===== src/hw/led_scan_pkg.sv =====
package led_scan_pkg;

    // Core interface widths
    localparam int NIBBLE_W     = 4;
    localparam int ROW_W        = 2;
    localparam int COL_W        = 4;
    localparam int SEG_W        = 8;
    localparam int DIGIT_W      = 6;
    localparam int XDIGIT_W     = 2;
    localparam int DIGIT_IDX_W  = 3;
    localparam int RAM_ROWS     = 3;
    localparam int RAM_COLS     = 16;

    // Column pointer value that addresses the mode register
    localparam logic [COL_W-1:0] MODE_SELECT_COL = 4'hB;

    // Mode register field positions
    localparam int BUFFER_ROW_SELECT_BIT = 3;
    localparam int STROBE_SELECT_BIT     = 2;
    localparam int DIGIT_COUNT_HI_BIT    = 1;
    localparam int DIGIT_COUNT_LO_BIT    = 0;
    localparam logic [NIBBLE_W-1:0] MODE_RESET_VAL = 4'h0;

    // Explicit mode codes
    localparam logic [NIBBLE_W-1:0] MODE_ALL_OFF   = 4'h0;
    localparam logic [NIBBLE_W-1:0] MODE_LATCH_ROW0 = 4'h1;
    localparam logic [NIBBLE_W-1:0] MODE_LATCH_ROW2 = 4'h9;

    // Buffer rows and latched output columns
    localparam logic [ROW_W-1:0] ROW_BUF0     = 2'h0;
    localparam logic [ROW_W-1:0] ROW_BUF2     = 2'h2;
    localparam logic [COL_W-1:0] COL_LATCH_LO = 4'hE;
    localparam logic [COL_W-1:0] COL_LATCH_HI = 4'hF;

    // Last digit index per digit count code 00,01,10,11
    localparam logic [DIGIT_IDX_W-1:0] LAST_DIGIT_4 = 3'h3;
    localparam logic [DIGIT_IDX_W-1:0] LAST_DIGIT_5 = 3'h4;
    localparam logic [DIGIT_IDX_W-1:0] LAST_DIGIT_6 = 3'h5;
    localparam logic [DIGIT_IDX_W-1:0] LAST_DIGIT_8 = 3'h7;

    // Digit dwell time in machine cycles
    localparam int DIGIT_MACHINE_CYCLES = 13;

    // Segment idle level (common anode: high = segment off)
    localparam logic [SEG_W-1:0] SEG_IDLE = 8'hFF;

    // Core write request to the mode register
    typedef struct packed {
        logic                valid;
        logic [COL_W-1:0]    col_ptr;
        logic [NIBBLE_W-1:0] acc;
    } port_write_t;

    // Outward display pins
    typedef struct packed {
        logic [SEG_W-1:0]    segment_port;
        logic [DIGIT_W-1:0]  digit_port;
        logic [XDIGIT_W-1:0] extra_digit_lines;
        logic                extra_digit_en;
    } display_pins_t;

    typedef enum logic [1:0] {
        MODE_OFF,
        MODE_LATCH,
        MODE_SCAN
    } disp_mode_t;

endpackage


===== src/hw/digit_dwell_timer.sv =====
module digit_dwell_timer
    import led_scan_pkg::*;
#(
    parameter int DWELL = DIGIT_MACHINE_CYCLES
) (
    input  wire logic clk_sys,
    input  wire logic rst,
    input  wire logic machine_cycle,
    input  wire logic restart,
    output logic      dwell_done
);

    typedef struct packed {
        logic [7:0] count;
    } timer_state_t;

    localparam logic [7:0] LAST = 8'(DWELL - 1);

    timer_state_t state_reg;
    timer_state_t state_next;

    // Counts machine cycles spent on one digit
    always_comb begin
        state_next = state_reg;
        dwell_done = 1'b0;
        if (restart) begin
            state_next.count = 8'h00;
        end else if (machine_cycle) begin
            if (state_reg.count == LAST) begin
                state_next.count = 8'h00;
                dwell_done = 1'b1;
            end else begin
                state_next.count = state_reg.count + 8'h01;
            end
        end
    end

    always_ff @(posedge clk_sys or posedge rst) begin
        if (rst) begin
            state_reg <= '0;
        end else begin
            state_reg <= state_next;
        end
    end

endmodule


===== src/hw/led_display_scan_controller.sv =====
// What this block does
// - Segment port drives cathodes, digit port drives anodes directly.
// - Six direct digit lines, two more via port 4 low bits.
// - Digit lines 4 and 5 follow aux port bits when unused.
// - Decoder picks digit; RAM pair goes to segments; digit enabled.
// - After 13 machine cycles: digit off, advance, repeat.
// - Scanning needs no program help; buffer changes show next scan.
// - Mode register loads from accumulator on port write with column B.
// - New mode takes effect at once; any code 0 to F accepted.
// - Code 0001: latch 0EH low nibble, 0FH high, digits 0-3 off.
// - Code 1001: latch 2EH low nibble, 2FH high, digits 0-3 off.
// - Top bit picks row 0 or 2; next bit picks scan, else latch (codes 0001, 1001) or all-off.
// - Row 2 scans use 20H onward.
// - RAM is three rows of sixteen nibbles.
module led_display_scan_controller
    import led_scan_pkg::*;
#(
    parameter int CLK_PER_MACHINE_CYCLE = 1000,
    parameter int DWELL                 = DIGIT_MACHINE_CYCLES
) (
    input  wire logic                           clk_sys,
    input  wire logic                           rst,
    input  led_scan_pkg::port_write_t           output_to_port_instr,
    input  wire logic                           ram_we,
    input  wire logic [led_scan_pkg::ROW_W-1:0] ram_row,
    input  wire logic [led_scan_pkg::COL_W-1:0] ram_col,
    input  wire logic [led_scan_pkg::NIBBLE_W-1:0] ram_wdata,
    output logic [led_scan_pkg::NIBBLE_W-1:0]   ram_rdata,
    input  wire logic [led_scan_pkg::XDIGIT_W-1:0] port4_low_bits,
    input  wire logic [led_scan_pkg::XDIGIT_W-1:0] aux_output_bits,
    output led_scan_pkg::display_pins_t         display_pins
);
    import led_scan_pkg::*;

    localparam int DIV_W = $clog2(CLK_PER_MACHINE_CYCLE + 1);
    localparam logic [DIV_W-1:0] DIV_LAST =
        DIV_W'(CLK_PER_MACHINE_CYCLE - 1);

    typedef struct packed {
        logic [NIBBLE_W-1:0]    mode;
        logic [DIV_W-1:0]       div;
        logic [DIGIT_IDX_W-1:0] digit;
        logic [SEG_W-1:0]       seg;
        logic [DIGIT_W-1:0]     dig;
        logic [XDIGIT_W-1:0]    xdig;
        logic                   xdig_en;
    } ctrl_state_t;

    ctrl_state_t state_reg;
    ctrl_state_t state_next;

    // Display RAM, three rows of sixteen nibbles
    logic [NIBBLE_W-1:0] ram [RAM_ROWS*RAM_COLS];

    logic       machine_cycle;
    logic       dwell_done;
    logic       mode_write;
    disp_mode_t disp_mode;
    logic [ROW_W-1:0] buf_row;
    logic [DIGIT_IDX_W-1:0] last_digit;
    logic [SEG_W-1:0] seg_src;

    function automatic int ram_index(input logic [ROW_W-1:0] r,
                                     input logic [COL_W-1:0] c);
        return int'(r) * RAM_COLS + int'(c);
    endfunction

    // Classifies a mode code; unused codes fall back to all-off
    function automatic disp_mode_t decode_mode(input logic [NIBBLE_W-1:0] m);
        if (m[STROBE_SELECT_BIT]) begin
            return MODE_SCAN;
        end else if (m == MODE_LATCH_ROW0 || m == MODE_LATCH_ROW2) begin
            return MODE_LATCH;
        end else begin
            return MODE_OFF;
        end
    endfunction

    // Core side access to the RAM; rows past 2 are not populated
    always_ff @(posedge clk_sys) begin
        if (ram_we && ram_row < ROW_W'(RAM_ROWS)) begin
            ram[ram_index(ram_row, ram_col)] <= ram_wdata;
        end
    end

    always_comb begin
        if (ram_row < ROW_W'(RAM_ROWS)) begin
            ram_rdata = ram[ram_index(ram_row, ram_col)];
        end else begin
            ram_rdata = '0;
        end
    end

    // Decode of the live mode
    always_comb begin
        disp_mode = decode_mode(state_reg.mode);
        buf_row = state_reg.mode[BUFFER_ROW_SELECT_BIT] ?
                  ROW_BUF2 : ROW_BUF0;
        unique case ({state_reg.mode[DIGIT_COUNT_HI_BIT],
                      state_reg.mode[DIGIT_COUNT_LO_BIT]})
            2'b00: last_digit = LAST_DIGIT_4;
            2'b01: last_digit = LAST_DIGIT_5;
            2'b10: last_digit = LAST_DIGIT_6;
            2'b11: last_digit = LAST_DIGIT_8;
        endcase
    end

    // Port write addressed to the mode register
    assign mode_write = output_to_port_instr.valid &&
                        output_to_port_instr.col_ptr == MODE_SELECT_COL;

    // Segment source: digit pair in scan, fixed pair in latch mode
    always_comb begin
        if (disp_mode == MODE_LATCH) begin
            seg_src = {ram[ram_index(buf_row, COL_LATCH_HI)],
                       ram[ram_index(buf_row, COL_LATCH_LO)]};
        end else begin
            seg_src = {ram[ram_index(buf_row,
                           {state_reg.digit, 1'b1})],
                       ram[ram_index(buf_row,
                           {state_reg.digit, 1'b0})]};
        end
    end

    // Machine-cycle enable for the dwell counter
    assign machine_cycle = (state_reg.div == DIV_LAST);

    digit_dwell_timer #(
        .DWELL (DWELL)
    ) u_dwell (
        .clk_sys       (clk_sys),
        .rst           (rst),
        .machine_cycle (machine_cycle),
        .restart       (mode_write),
        .dwell_done    (dwell_done)
    );

    // Main update: mode load, scan step and output latches
    always_comb begin
        state_next = state_reg;
        state_next.div = machine_cycle ? '0 : state_reg.div + DIV_W'(1);
        if (mode_write) begin
            state_next.mode  = output_to_port_instr.acc;
            state_next.digit = '0;
        end else if (dwell_done && disp_mode == MODE_SCAN) begin
            // Wrap at the scan length chosen by the low bits
            state_next.digit = (state_reg.digit >= last_digit) ?
                               '0 : state_reg.digit + 3'h1;
        end
        // Scan digit beyond the count cannot persist after a mode change
        if (!mode_write && state_reg.digit > last_digit) begin
            state_next.digit = '0;
        end

        // Outputs; one cycle of latency through the output latches
        state_next.seg     = SEG_IDLE;
        state_next.dig     = '0;
        state_next.xdig    = port4_low_bits;
        state_next.xdig_en = 1'b0;
        unique case (disp_mode)
            MODE_OFF: begin
                state_next.seg = SEG_IDLE;
                state_next.dig = '0;
                state_next.dig[5:4] = aux_output_bits;
            end
            MODE_LATCH: begin
                state_next.seg = seg_src;
                state_next.dig[5:4] = aux_output_bits;
            end
            MODE_SCAN: begin
                state_next.seg = seg_src;
                if (dwell_done) begin
                    state_next.dig = '0;
                end else if (state_reg.digit < 3'h6) begin
                    state_next.dig[state_reg.digit] = 1'b1;
                end else begin
                    state_next.xdig_en = 1'b1;
                    state_next.xdig = '0;
                    state_next.xdig[state_reg.digit[0]] = 1'b1;
                end
                if (last_digit < LAST_DIGIT_6) begin
                    state_next.dig[5] = aux_output_bits[1];
                end
                if (last_digit < LAST_DIGIT_5) begin
                    state_next.dig[4] = aux_output_bits[0];
                end
            end
        endcase
    end

    // State register; mode comes up all-off
    always_ff @(posedge clk_sys or posedge rst) begin
        if (rst) begin
            state_reg      <= '0;
            state_reg.mode <= MODE_RESET_VAL;
            state_reg.seg  <= SEG_IDLE;
        end else begin
            state_reg <= state_next;
        end
    end

    // Pins come straight from the output latches
    assign display_pins.segment_port      = state_reg.seg;
    assign display_pins.digit_port        = state_reg.dig;
    assign display_pins.extra_digit_lines = state_reg.xdig;
    assign display_pins.extra_digit_en    = state_reg.xdig_en;

endmodule


===== config.mk =====
export PLATFORM = sky130hd
export DESIGN_NAME = led_display_scan_controller
export DESIGN_NICKNAME = d
export VERILOG_FILES = /design/src/hw/led_scan_pkg.sv /design/src/hw/digit_dwell_timer.sv /design/src/hw/led_display_scan_controller.sv
export SDC_FILE = /design/constraint.sdc
export NUM_CORES = 1
export LEC_CHECK = 0
export ABC_AREA = 0
export BUFFER_PORTS_ARGS = -buffer_cell sky130_fd_sc_hd__buf_2
export CAP_MARGIN = 25
export CORE_MARGIN = 2
export CORE_UTILIZATION = 50
export CTS_CLUSTER_SIZE = 25
export DETAILED_ROUTE_END_ITERATION = 8
export PLACE_DENSITY_LB_ADDON = 0.1
export SYNTH_ARGS = -nofsm -noshare
export SYNTH_HDL_FRONTEND = slang
export SYNTH_SLANG_ARGS = --single-unit

===== constraint.sdc =====
create_clock -name clk_sys -period 3.6 [get_ports clk_sys]
set_clock_uncertainty 0.2 [all_clocks]
set_input_delay 0 -clock clk_sys [delete_from_list [all_inputs] [get_ports clk_sys]]
set_output_delay 0 -clock clk_sys [all_outputs]
set_load 0.005 [all_outputs]

==> results.json <==
{
  "status": "finished, violations left",
  "violations": "hold timing",
  "hold_viol_final": 16,
  "syn_area_per_cell_um2": 13.6,
  "io_buffers": 46,
  "die_h_um": 153,
  "vias": 7597,
  "critical_path_class": "flip-flop to output port",
  "antenna_cells": 0,
  "async_flop_share_pct": 17.9,
  "worst_slew_pin_slew_ps": 1000,
  "cts_resized": 0,
  "worstPathArrival_ps": 2610,
  "yosysTopAreaCellShare_pct": 51.9,
  "fp-row-count": 54,
  "r2r_slack_ps": 880,
  "cp_num_buf_inv": 1,
  "core_um2": 21800,
  "grt_max_degree": 49,
  "drc_errors": 0,
  "drtIter0Drc": 798,
  "largest_register_ffs": 192,
  "dieArea_um2": 23400,
  "grt_pass1_vias": 7546,
  "p_leak_nw": 4.35,
  "clock_sinks": 234,
  "cp-end-kind": "output port",
  "path_clk_slew_ps": 60,
  "synthFlopType": "edfxtp_1",
  "cpPeakStageDelay_ps": 510,
  "grt_pass1_wl_mm": 47.9,
  "routedWlPerCell_um": 27.1,
  "gp_congestion": 0.907,
  "max-vdd-ir-drop_uv": 385,
  "dp.cells": 1097,
  "drive_gt1_share_pct": 21.4,
  "maxCapViolations": 0,
  "clock_latency_ps": 540,
  "ys_top_cells_by_area": "edfxtp_1, dfrtp_1, mux4_2",
  "timing.final.ws_setup_ps": 788,
  "syn2layout_area_growth_pct": 13.1,
  "finalSetupViolCount": 0,
  "max_freq_ghz": 0.356,
  "overflow": 0,
  "dieWidth_um": 153,
  "io_pins": 47,
  "ant_nets": 0,
  "slowest_stage": "mux4_2",
  "clk_path_buf_depth": 3,
  "synth_seq_area_share_pct": 61.5,
  "syn_inst": 817,
  "root_buffer": "clkbuf_16",
  "synth_area_um2": 11100,
  "yosysTopAreaCell": "edfxtp_1",
  "initial_utilization_pct": 50.9,
  "nNetsFinal": 903,
  "placedInstanceArea_um2": 11500,
  "fin_crit_ps": 2810,
  "final_cell_area_um2": 12600,
  "cp-start-kind": "flip-flop",
  "fin_crit_sh_pct": 78.1,
  "cts_tree": "built",
  "globalRouteTotalUtil_pct": 27.0,
  "rsz0062_at_grt": "no",
  "power_density_nw_per_um2": 539,
  "cpLargestDelayFamily": "compound AO/OA/AOI/OAI gates",
  "synth_edf_count": 192,
  "antenna_found_initial": 0,
  "setup_tns_ps": 0,
  "syn-num-nets": 854,
  "wirelength_mm": 31.6,
  "timing.hold.ws_ps": -28.8,
  "final_cells": 1165,
  "ctsHtreeMaxLevel": 1,
  "critical_path_required_ps": 3400,
  "vias_per_cell": 6.52,
  "cts_buffers": 25,
  "ys_ff_latch": 234,
  "ys_types": 66,
  "dp_slack_ps": 998,
  "path_max_fanout": 2,
  "path_cells": "mux4_2 -> and2_1 -> a211oi_1 -> nor4_1 -> a211o_1 -> buf_2",
  "finalMaxSlewViolations": 0,
  "synth_warnings": 0,
  "max_slew_margin_pct": 33.3,
  "utilization_pct": 57.6,
  "hp-class": "input port to flip-flop",
  "drt_pre_antenna_iters": 5,
  "dp_hpwl_mm": 21.7
}
[routing by layer]
| layer | share of wire, % | global-route usage (%) | up-vias |
|---|---|---|---|
| met2 | 48 | 43.8 | 416 |
| met5 | 0 | 0 | - |
| met3 | 8.1 | 3.88 | 64 |
| met1 | 42 | 38.6 | 3837 |
| met4 | 2.6 | 7.36 | 0 |
| li1 | - | - | 3280 |
[power breakdown]
part           total, mW  switching [mW]  leakage (nW)  internal, mW
Clock               2.65            1.05         0.411          1.61
Combinational      0.971           0.559          1.70         0.412
Sequential          3.15          0.0941          2.24          3.06
[per-stage QoR]
stage	power (mW)	hold WS [ps]
2_1_floorplan	3.84	-101
6_report	6.77	-28.8
3_5_place_dp	4.14	-15.2
5_1_grt	7.01	31.5
4_1_cts	6.80	7.24
3_3_place_gp	4.11	-42.9
[cell usage after synthesis (15+ instances only)]
| library cell | n |
|---|---|
| mux2i_1 | 30 |
| mux4_2 | 28 |
| nor2_1 | 80 |
| nor2b_1 | 18 |
| a221oi_1 | 25 |
| inv_1 | 16 |
| a21oi_1 | 16 |
| dfrtp_1 | 34 |
| o21ai_0 | 37 |
| a22oi_1 | 20 |
| clkbuf_1 | 19 |
| nand2_1 | 49 |
| buf_2 | 21 |
| nand3_1 | 15 |
| buf_4 | 20 |
| mux2_2 | 36 |
| edfxtp_1 | 192 |
[worst paths after layout]
| check | startpoint | to | cells past startpoint |
|---|---|---|---|
| setup / recovery | ram[7][0] | ram_rdata[0] | 6 |
| hold / removal | ram_wdata[1] | ram[24][1] | 1 |
| setup reg to reg | state_reg[19] | display_pins[7] | 4 |
| hold reg to reg | state_reg[20] | state_reg[20] | 1 |
| max in group asynchronous | rst | state_reg[19] | 5 |
| min in group asynchronous | rst | display_pins[5] | 5 |
[cells in the final DEF, fill, tap and decap left out, drive strengths merged, types with 8 or more instances in the layout]
master | Yosys | routed
edfxtp | 192 | 192
nor2 | 81 | 81
buf | 48 | 67
nand2 | 49 | 49
clkbuf | 19 | 38
o21ai | 37 | 37
mux2 | 36 | 36
dfrtp | 34 | 34
mux2i | 30 | 30
mux4 | 28 | 28
a221oi | 25 | 25
dlygate4sd3 | 0 | 22
a22oi | 20 | 20
nor2b | 18 | 18
inv | 17 | 18
a21oi | 16 | 16
nand3 | 15 | 15
and3 | 13 | 13
a211oi | 11 | 11
ha | 11 | 11
o221ai | 9 | 9
a31oi | 9 | 9
a22o | 9 | 9
dfstp | 8 | 8
[cell families (layout without fill, tap and decap cells)]
family	count (synthesis)	count (layout)	share of synthesized area, %
and+or+nand+nor	216	216	9.79
adders and majority gates	11	11	1.24
muxes	94	94	12.0
AOI/OAI and AO/OA	170	170	11.0
xor gates and xnor gates	6	6	0.473
DFF	234	234	61.5
buffers and inverters	86	154	3.95
[area by class of cell]
cell class | instances | area, um2
fill | 1761 | 9260
sequential | 234 | 6830
multi-input combinational | 497 | 3850
clock buffer | 38 | 726
timing repair buffer | 89 | 621
tap | 280 | 350
clock inverter | 8 | 121
inverter | 19 | 71.3
[repair_timing]
item,in CTS,in global routing
buffers inserted,0,0
endpoints found under the hold margin,62,0
hold buffers,22,0
(Power assumes the default switching activity.)
